$ cat src/rtl/pm_csr_defs.svh
/*
 Offsets, field positions, reset values and encodings of the power-management
 control/status block. Assumes inclusion by bare name from design files.
*/
`ifndef PM_CSR_DEFS_SVH
`define PM_CSR_DEFS_SVH
// Byte offsets inside the power-management capability (base 0x34).
`define CAP_BASE 8'h34
`define OFS_CTRL_STATUS 8'h04
`define OFS_BRIDGE_EXT 8'h06
`define BIT_WAKE_STATUS 15
`define BIT_WAKE_ENABLE 8
`define SCALE_HI 14
`define SCALE_LO 13
`define SELECT_HI 12
`define SELECT_LO 9
`define STATE_HI 1
`define STATE_LO 0
`define BRIDGE_EXT_RESET 8'h00
`define SCALE_NO_DATA 2'h0
`define SELECT_NO_DATA 4'h0
`endif

$ cat src/rtl/pm_csr_pkg.sv
/*
 Types shared by the power-management block and its submodules.
 Assumes the defines header is included by the user files.
*/
`default_nettype none
package pm_csr_pkg;
   typedef enum logic [1:0] {PWR_D0, PWR_D1, PWR_D2, PWR_D3HOT} power_state_t;
   typedef struct packed {
      logic rd;
      logic wr;
      logic [7:0] addr;
      logic [3:0] be;
      logic [31:0] wdata;
   } cfg_req_t;
endpackage
`default_nettype wire

$ cat src/rtl/pm_csr.sv
/*
 Power-management control/status registers behind configuration accesses.
 Assumes a decoded configuration request: one-cycle rd/wr pulse with byte
 address and byte enables; read data is registered the next cycle.
*/
`timescale 1ns/1ps
`default_nettype none
`include "pm_csr_defs.svh"
module pm_csr (
   input wire logic clk,
   input wire logic rst_n,
   input wire pm_csr_pkg::cfg_req_t req,
   input wire logic d3cold_wake,
   input wire logic [3:0] states_supported,
   input wire logic wake_event,
   output logic [31:0] rdata,
   output logic rvalid,
   output logic wake_n,
   output logic [1:0] power_state_field
);
   // ************************************************************
   // Decode
   // ************************************************************
   logic hit, wr_lo, wr_hi;
   logic [31:0] rdata_q, rdata_d;
   logic rvalid_q, rvalid_d;
   logic ws, we;
   pm_csr_pkg::power_state_t pwr_state;
   // Control/status word and bridge byte share one dword at base + 4.
   assign hit = req.addr[7:2] == 6'((`CAP_BASE + `OFS_CTRL_STATUS) >> 2);
   assign wr_lo = req.wr && hit && req.be[0];
   assign wr_hi = req.wr && hit && req.be[1];
   // ************************************************************
   // Fields
   // ************************************************************
   power_state_ctl u_state (
      .clk(clk),
      .rst_n(rst_n),
      .wr_en(wr_lo),
      .wr_val(req.wdata[`STATE_HI:`STATE_LO]),
      .supported(states_supported),
      .state(pwr_state)
   );
   // Only the upper byte carries the wake bits.
   wake_event_ctl u_wake (
      .clk(clk),
      .rst_n(rst_n),
      .d3cold_wake(d3cold_wake),
      .wake_event(wake_event),
      .wr_en(wr_hi),
      .wr_status(req.wdata[`BIT_WAKE_STATUS]),
      .wr_enable(req.wdata[`BIT_WAKE_ENABLE]),
      .wake_event_status(ws),
      .wake_event_enable(we),
      .wake_n(wake_n)
   );
   // ************************************************************
   // Read path
   // ************************************************************
   always_comb begin
      rdata_d = rdata_q;
      rvalid_d = req.rd;
      if (req.rd) begin
         rdata_d = 32'h0;
         if (hit) begin
            rdata_d[`BIT_WAKE_STATUS] = ws;
            rdata_d[`SCALE_HI:`SCALE_LO] = `SCALE_NO_DATA;
            rdata_d[`SELECT_HI:`SELECT_LO] = `SELECT_NO_DATA;
            rdata_d[`BIT_WAKE_ENABLE] = we;
            rdata_d[7:2] = 6'h0;
            rdata_d[`STATE_HI:`STATE_LO] = 2'(pwr_state);
            rdata_d[23:16] = `BRIDGE_EXT_RESET;
         end
      end
   end
   always_ff @(posedge clk or negedge rst_n) begin
      if (!rst_n) begin
         rdata_q <= 32'h0;
         rvalid_q <= 1'b0;
      end else begin
         rdata_q <= rdata_d;
         rvalid_q <= rvalid_d;
      end
   end
   assign rdata = rdata_q;
   assign rvalid = rvalid_q;
   assign power_state_field = 2'(pwr_state);
   read_state_a: assert property (@(posedge clk) disable iff (!rst_n)
      (req.rd && hit) |=> rdata_q[1:0] == 2'($past(pwr_state)))
      else $error("read power state mismatch");
   wake_readback_a: assert property (@(posedge clk) disable iff (!rst_n)
      (req.rd && hit) |=> rdata_q[15] == $past(ws) && rdata_q[8] == $past(we))
      else $error("read wake bits mismatch");
   answer_next_a: assert property (@(posedge clk) disable iff (!rst_n)
      req.rd |=> rvalid_q)
      else $error("read not answered");
   bridge_zero_a: assert property (@(posedge clk) disable iff (!rst_n)
      rvalid_q |-> rdata_q[23:16] == 8'h00)
      else $error("bridge byte nonzero");
   reserved_zero_a: assert property (@(posedge clk) disable iff (!rst_n)
      rvalid_q |-> rdata_q[7:2] == 6'h0)
      else $error("reserved bits nonzero");
   fields_zero_a: assert property (@(posedge clk) disable iff (!rst_n)
      rvalid_q |-> rdata_q[14:9] == 6'h0)
      else $error("scale or select bits nonzero");
endmodule
`default_nettype wire

$ cat src/rtl/power_state_ctl.sv
/*
 Power-state field holder: accepts only supported encodings.
 Assumes single-cycle write strobes from the register decoder.
*/
`timescale 1ns/1ps
`default_nettype none
module power_state_ctl (
   input wire logic clk,
   input wire logic rst_n,
   input wire logic wr_en,
   input wire logic [1:0] wr_val,
   input wire logic [3:0] supported,
   output pm_csr_pkg::power_state_t state
);
   pm_csr_pkg::power_state_t state_q, state_d;
   always_comb begin
      state_d = state_q;
      // Unsupported encodings complete on the bus but are dropped.
      if (wr_en && supported[wr_val]) begin
         state_d = pm_csr_pkg::power_state_t'(wr_val);
      end
   end
   always_ff @(posedge clk or negedge rst_n) begin
      if (!rst_n) begin
         state_q <= pm_csr_pkg::PWR_D0;
      end else begin
         state_q <= state_d;
      end
   end
   assign state = state_q;
   unsupported_kept_a: assert property (@(posedge clk) disable iff (!rst_n)
      (wr_en && !supported[wr_val]) |=> $stable(state_q))
      else $error("unsupported power state was taken");
   supported_taken_a: assert property (@(posedge clk) disable iff (!rst_n)
      (wr_en && supported[wr_val]) |=> 2'(state_q) == $past(wr_val))
      else $error("supported power state was not taken");
endmodule
`default_nettype wire

$ cat src/rtl/wake_event_ctl.sv
/*
 Wake status and enable bits with the wake output.
 Assumes sticky bits live in an auxiliary-powered domain; rst_n is the
 bus reset and only clears them when D3cold wake is unsupported.
*/
`timescale 1ns/1ps
`default_nettype none
module wake_event_ctl (
   input wire logic clk,
   input wire logic rst_n,
   input wire logic d3cold_wake,
   input wire logic wake_event,
   input wire logic wr_en,
   input wire logic wr_status,
   input wire logic wr_enable,
   output logic wake_event_status,
   output logic wake_event_enable,
   output logic wake_n
);
   logic status_q, status_d, enable_q, enable_d, clr_q;
   always_comb begin
      status_d = status_q;
      enable_d = enable_q;
      // Set wins over a clear in the same cycle.
      if (wr_en && wr_status) begin
         status_d = 1'b0;
      end
      if (wake_event) begin
         status_d = 1'b1;
      end
      if (wr_en) begin
         enable_d = wr_enable;
      end
      // Sticky bits hold through reset when D3cold wake is supported.
      if (clr_q && !d3cold_wake) begin
         status_d = 1'b0;
         enable_d = 1'b0;
      end
   end
   always_ff @(posedge clk or negedge rst_n) begin
      if (!rst_n) begin
         clr_q <= 1'b1;
      end else begin
         clr_q <= 1'b0;
      end
   end
   always_ff @(posedge clk) begin
      status_q <= status_d;
      enable_q <= enable_d;
   end
   assign wake_event_status = status_q;
   assign wake_event_enable = enable_q;
   assign wake_n = !(status_q && enable_q);
   wake_gated_a: assert property (@(posedge clk) disable iff (!rst_n)
      !enable_q |-> wake_n)
      else $error("wake asserted while disabled");
   event_sets_a: assert property (@(posedge clk) disable iff (!rst_n || clr_q)
      wake_event |=> status_q)
      else $error("wake event did not set status");
   zero_keeps_a: assert property (@(posedge clk) disable iff (!rst_n || clr_q)
      (wr_en && !wr_status && !wake_event) |=> status_q == $past(status_q))
      else $error("writing zero changed status");
   clear_one_a: assert property (@(posedge clk) disable iff (!rst_n || clr_q)
      (wr_en && wr_status && !wake_event) |=> !status_q)
      else $error("writing one did not clear status");
endmodule
`default_nettype wire

$ cat config.mk
export PLATFORM = sky130hd
export DESIGN_NAME = pm_csr
export DESIGN_NICKNAME = d
export VERILOG_FILES = /design/src/rtl/pm_csr_pkg.sv /design/src/rtl/pm_csr.sv /design/src/rtl/power_state_ctl.sv /design/src/rtl/wake_event_ctl.sv
export VERILOG_INCLUDE_DIRS = /design/src /design/src/rtl
export SDC_FILE = /design/constraint.sdc
export NUM_CORES = 1
export LEC_CHECK = 0
export ABC_AREA = 1
export BUFFER_PORTS_ARGS = -buffer_cell sky130_fd_sc_hd__buf_2
export CAP_MARGIN = 15
export CELL_PAD_IN_SITES_DETAIL_PLACEMENT = 1
export CELL_PAD_IN_SITES_GLOBAL_PLACEMENT = 2
export CORE_MARGIN = 1
export CORE_UTILIZATION = 13
export DETAILED_ROUTE_END_ITERATION = 7
export PLACE_DENSITY_LB_ADDON = 0.05
export SLEW_MARGIN = 40
export SYNTH_ARGS = -nofsm -noshare
export SYNTH_HDL_FRONTEND = slang
export SYNTH_SLANG_ARGS = --single-unit
$ cat constraint.sdc
create_clock -name clk -period 0.9 [get_ports clk]
set_input_delay 0.18 -clock clk [delete_from_list [all_inputs] [get_ports clk]]
set_output_delay 0.18 -clock clk [all_outputs]
set_load 0.03 [all_outputs]
==> results.md, run 1 <==
* Status: finished with violations
* Failing checks: negative setup slack
* DIE HEIGHT at 73.7 um
* Psw at 0.426 mW
* Largest net degree at the start of global routing at 9
* CP Class: reg -> out
* Critical Path End Type: output port
* Final hold slack at 0.147 ns
* Core area at roughly 4800 um^2
* Critical Path AT at 0.79 ns
* Worst EP required at 0.72 ns
* PwrDens at 1320 nW/um^2
* Total power at between 1 and 1.5 mW
* Post-Synthesis Cells at between 80 and 90
* Met1 Wirelength at approximately 750 um
* I/O Buffers at 29
* DP Worst Slack at -0.181 ns
* Crit path max-delay family: flip-flops
* Max Fclk at 1030 MHz
* Vias at 580
* Wire per inst at 8.34 um
* Clock Power Share at 38.3%
* CP Launch Type: flip-flop
* Fill cells at 599
* N_diodes at 0
* Gr usage total at around 5.9%
* Worst Skew at 0.00780 ns
* Clock root cell: clkbuf_8
* Initial Utilization at 13.8%
* H-tree depth at 1
* TritonCTS clock tree: yes
* GPL Wtd Cong at 0.591
* Die X at 73.7 um
* GR Overflow Total at 0
* Power Internal at 0.860 mW
* Layout Cells excl Fill at 195
* Clock transition at path regs at 0.05 ns
* Seq/Total Area, Yosys at 36.1%
* Top layer in use: met4
* Most frequent cells in the layout: conb_1 (29), buf_2 (21), nand2_1 (15)
* # placed instances at 184
* Nets@finish at 183
* Rows at 25
* Hold crit path type: in -> reg
* Seq pwr share at 37.0%
* Yosys cell types at 15
* Crit-path cells: buf_6
* Mapped Area at about 670 um^2
* Crit path time final at around 1 ns
* Yosys reg bits at 10
* Routed met2 length at roughly 730 um
* Worst path slowest cell: dfrtp_1
* Leakage at 0.515 nW
* Met3 wire len at 131 um
* PnR worst setup slack at -0.0723 ns
* Max Cap Viol at 0
* I/O Pins at 90
* Post-route ant nets at 0
* Initial antenna violation count at 0
* Clk sinks at 10
* Commonest non-fill, non-tap cell in the layout: conb_1
* Max incr delay on CP at 0.40 ns
* Synth warn at 0
* Buf+Inv Stages, Crit Path at 1
* Layout cell share with drive strength beyond 1 at 39.8%
* CTS Buf Count at 3
* Final WL at 1630 um
* Die area at 5430 um^2
* Number of global-route vias before repair at 536
* DRC at 0
* Share of power burned in combinational logic at 24.8%
* Final setup viols at 8
* Unrepaired setup endpoints after global routing: true
* Sw Share at 33.1%
* Skew-Pair Late Insertion Delay at around 0.24 ns
* Maximum vdd drop at about 340 uV
* First-pass GRT wire length at around 2400 um
* Area Overhead vs Synth at 45.5%
* Drt first pass iters at 2
* Drt via density at 2.97
* DRT iter0 DRCs at 8
* Syn Area/Cell at a little under 8 um^2
* Setup TNS at -0.331 ns
* Detailed placer's ending HPWL at 1360 um
* Pins Over Slew Limit at 0
* Fin. Hold Viols at 0
* Clk buf depth at 2
* Tcrit/Tclk final at 108%
* Worst-path maximum fanout at 2
Yosys cell counts:
library cell	count	share of area [%]
nand3_1	2	1.5
dfxtp_1	2	6.0
nand2_1	16	9.0
nor2_4	1	1.7
nor2_2	2	1.9
o21ai_0	6	4.5
nand3_2	2	3.0
a21oi_1	2	1.5
dfrtp_1	7	26
conb_1	1	0.56
o21ai_1	2	1.5
nor2_1	5	2.8
dfstp_2	1	3.9
buf_4	28	31
inv_1	8	4.5
sequential cells by signal (all words and copies together) (netlist names):
signal / flops
u_wake.clr_q: 1
rdata: 4
rvalid: 1
u_state.state: 2
u_wake.wake_event_status: 1
u_wake.wake_event_enable: 1
final cells by class:
class / count / area (um^2) / area share [%]
Clock buffer: 4 / 45.0 / 4.63
Inverter: 8 / 30.0 / 3.09
Multi-Input combinational cell: 67 / 297 / 30.5
Sequential cell: 10 / 244 / 25.1
Tap cell: 67 / 83.8 / 8.62
Timing Repair Buffer: 39 / 273 / 28.1
final timing paths:
check                                 start                  endpoint  slack [ns]  depth (start not counted)
max                        u_state.state[0]      power_state_field[0]       -0.07                          1
min                                 req[45]                    rvalid        0.15                          1
max reg2reg                    u_wake.clr_q  u_wake.wake_event_status        0.08                          3
min reg2reg                        rdata[8]                  rdata[8]        0.52                          2
max in group asynchronous             rst_n              u_wake.clr_q        0.32                          2
min in group asynchronous             rst_n                  rdata[0]        0.33                          2
metrics by stage:
stage	util [%]	instance area, um^2
after floorplan	-	773
after global placement	16.8	815
after detailed placement	16.8	815
after CTS	20.0	970
after global routing	20.1	972
final	20.1	972
kinds of logic (layout without fill, tap and decap cells):
logic type | Yosys count | in the layout | share of synthesized area, %
buf+inv | 36 | 51 | 36.0
simple gates | 28 | 28 | 19.9
compound gates | 10 | 10 | 7.49
flops | 10 | 10 | 36.1
other cells | 1 | 29 | 0.561
power groups by stage:
| stage | Clock, mW | Sequential, mW | Combinational, mW |
|---|---|---|---|
| 2_1_floorplan | 0 | 0.495 | 0.284 |
| 3_3_place_gp | 0 | 0.482 | 0.288 |
| 3_5_place_dp | 0 | 0.483 | 0.288 |
| 4_1_cts | 0.517 | 0.475 | 0.318 |
| 5_1_grt | 0.535 | 0.476 | 0.345 |
| 6_report | 0.492 | 0.475 | 0.318 |
repair_timing:
action / 4_1_cts / 5_1_grt
gates resized for setup: 19 / 1
hold buffers: 1 / 0
pin swaps: 1 / 0
hold endpoints to repair: 7 / 0
buffers inserted: 6 / 0
endpoints found under the setup margin: 8 / 9
routing by layer:
metal / up-vias / GRT usage (%)
met5: - / 0
met4: 0 / 2.56
met3: 2 / 1.37
met2: 35 / 8.56
met1: 252 / 8.15
li1: 291 / -
Power figures use the tool's default switching activity.
==> run 2: changes to the inputs <==
Settings changed: SLEW_MARGIN 40 to 10, TNS_END_PERCENT from default to 30.
==> run 2 against run 1 <==
Against the previous run:
- largest power group unchanged
- clock skew shrank 0.00090 ns
- hold slack got worse by 0.0011 ns
- via count shrank 1.4%
- register-to-register slack barely moved
- sequential power is essentially flat
- critical path depth is the same
- final cell count fell by 2.1%
- first-iteration DRC count fell by 13%
- wire length down 1.0%
- combinational power shrank 3%
- setup slack is essentially flat
- the run still ends with negative setup slack left
- clock power hardly changed
==> results.md, run 2 (synthesis results as in run 1) <==
* Status: finished with violations
* Failing checks: negative setup slack
* Tcrit/Tclk final at 108% (about the same)
* TritonCTS clock tree: yes
* Post-route cell area at 942 um^2 (-3.1%)
* Layout cell share with drive strength beyond 1 at 37.9% (-1.9 points)
* PwrDens at 1360 nW/um^2 (+2.8%)
* Pins Over Slew Limit at 0 (unchanged)
* Flop2flop setup slack at 0.08 ns (about the same)
* Number of global-route vias before repair at 524 (-2.2%)
* I/O Buffers at 29 (unchanged)
* Max incr delay on CP at 0.40 ns (about the same)
* Area of the multi-input gates at 297 um^2 (unchanged)
* Drt first pass iters at 3 (+1)
* Reg2Reg Depth at 3 (unchanged)
* DIE HEIGHT at 73.7 um (unchanged)
* Die area at 5430 um^2 (unchanged)
* DRT iter0 DRCs at 7 (-1)
* Detailed placer's ending HPWL at 1360 um (unchanged)
* H-tree depth at 1 (unchanged)
* Max FFs per register at 4 (unchanged)
* Final WL at 1610 um (-1.0%)
* Worst EP required at 0.72 ns (about the same)
* DRC at 0 (unchanged)
* Storage element area at 244 um^2 (unchanged)
* RR Endpoint: u_wake.wake_event_status
* Rows at 25 (unchanged)
* Critical Path End Type: output port
* Drt via density at 2.99 (+0.69%)
* Die X at 73.7 um (unchanged)
* Skew-Pair Late Insertion Delay at 0.24 ns (about the same)
* Critical Path AT at 0.79 ns (about the same)
* Final setup viols at 8 (unchanged)
* Leakage at 0.494 nW (-4.1%)
* Crit path time final at 0.972 ns (-0.0000223 ns)
* First-pass GRT wire length at 2350 um (-2.0%)
* Max Fclk at 1030 MHz (about the same)
* Wire per inst at 8.43 um (+1.0%)
* Worst Skew at 0.00690 ns (-0.000901 ns)
* # placed instances at 184 (unchanged)
* Crit-path cells: buf_6
* N_diodes at 0 (unchanged)
* CTS Buf Count at 3 (unchanged)
* Largest net degree at the start of global routing at 9 (unchanged)
* Maximum vdd drop at 342 uV (+0.92%)
* Worst path slowest cell: dfrtp_1
* Core area at 4850 um^2 (unchanged)
* Fin. Hold Viols at 0 (unchanged)
* Area Overhead vs Synth at 41.0%
* I/O Pins at 90 (unchanged)
* Fill cells at 598 (-0.17%)
* Reg2reg start: u_wake.clr_q
* GPL Wtd Cong at 0.591 (unchanged)
* Clk sinks at 10 (unchanged)
* DP Worst Slack at -0.181 ns (unchanged)
* Crit. Startpoint: u_state.state[0]
* Vias at 572 (-1.4%)
* CP Class: reg -> out
* Clk buf depth at 2 (unchanged)
* Max Cap Viol at 0 (unchanged)
* Worst setup path endpoint: power_state_field[0]
* Most frequent cells in the layout: conb_1 (29), buf_2 (21), nand2_1 (15)
* GR Overflow Total at 0 (unchanged)
* Layout Cells excl Fill at 191 (-2.1%)
* Buf+Inv Stages, Crit Path at 1 (unchanged)
* CP Depth at 1 (unchanged)
* Crit path max-delay family: flip-flops
* Worst-path maximum fanout at 2 (unchanged)
* PnR worst setup slack at -0.0723 ns (+0.0000223 ns)
* Post-route ant nets at 0 (unchanged)
* CP Launch Type: flip-flop
* Initial antenna violation count at 0 (unchanged)
* Post-placement cell area at 815 um^2 (unchanged)
* Nets@finish at 179 (-2.2%)
* Gr usage total at 5.79% (-0.086 points)
* Commonest non-fill, non-tap cell in the layout: conb_1
* Unrepaired setup endpoints after global routing: true
* Clock root cell: clkbuf_8
* Hold crit path type: in -> reg
* Initial Utilization at 13.8% (unchanged)
* Clock transition at path regs at 0.05 ns (about the same)
[run 2: cell count changes in the layout (fill, tap and decap cells not counted)]
cell,before,now
buf_4,9,5
[run 2: final cells by class]
| class | instances | share of cell area (%) |
|---|---|---|
| well taps | 67 | 8.90 |
| inverters | 8 | 3.19 |
| flip-flops and latches | 10 | 25.9 |
| clock buffers | 4 | 4.78 |
| multi-input cells | 67 | 31.5 |
| repair buffers | 35 | 25.8 |
[run 2: power breakdown]
part	leakage, nW	internal [mW]	switching, mW	total [mW]
Clock	0.0228	0.311	0.184	0.495
Combinational	0.349	0.0772	0.233	0.310
Sequential	0.123	0.466	0.0102	0.476
Total	0.494	0.854	0.427	1.28
[run 2: timing repair]
action                                  in CTS  in global routing
gates resized for setup                     19                  1
hold buffers                                 1                  0
cloned                                       0                  0
setup buffers                                2                  0
pin swaps                                    1                  0
hold endpoints to repair                     7                  0
endpoints found under the setup margin       8                  9
[run 2: per-stage QoR]
stage | power (mW) | TNS, ns | hold WS (ns) | utilization, %
global route | 1.35 | -0.595 | 0.142 | 19.4
detailed placement | 0.771 | -0.721 | 0.0404 | 16.8
finish | 1.28 | -0.381 | 0.146 | 19.4
global placement | 0.770 | -0.615 | 0.0430 | 16.8
CTS | 1.30 | -0.480 | 0.142 | 19.4
floorplan | 0.779 | 0 | -0.116 | -
[run 2: worst min-delay path by stage]
stage               end  startpoint  slack (ns)  depth (start not counted)
6_report         rvalid     req[45]        0.15                          1
5_1_grt          rvalid     req[45]        0.14                          1
4_1_cts          rvalid     req[45]        0.14                          1
3_5_place_dp     rvalid       rst_n        0.04                          1
3_3_place_gp   rdata[0]       rst_n        0.04                          1
2_1_floorplan  rdata[0]       rst_n       -0.12                          0
[run 2: per-layer routing]
layer  part of all wire [%]  up-vias  global-route usage, %
met4                    1.1        0                   2.56
met1                     46      250                   8.07
met3                    8.2        4                   1.37
met2                     44       35                   8.36
met5                      0        -                      0
li1                       -      283                      -
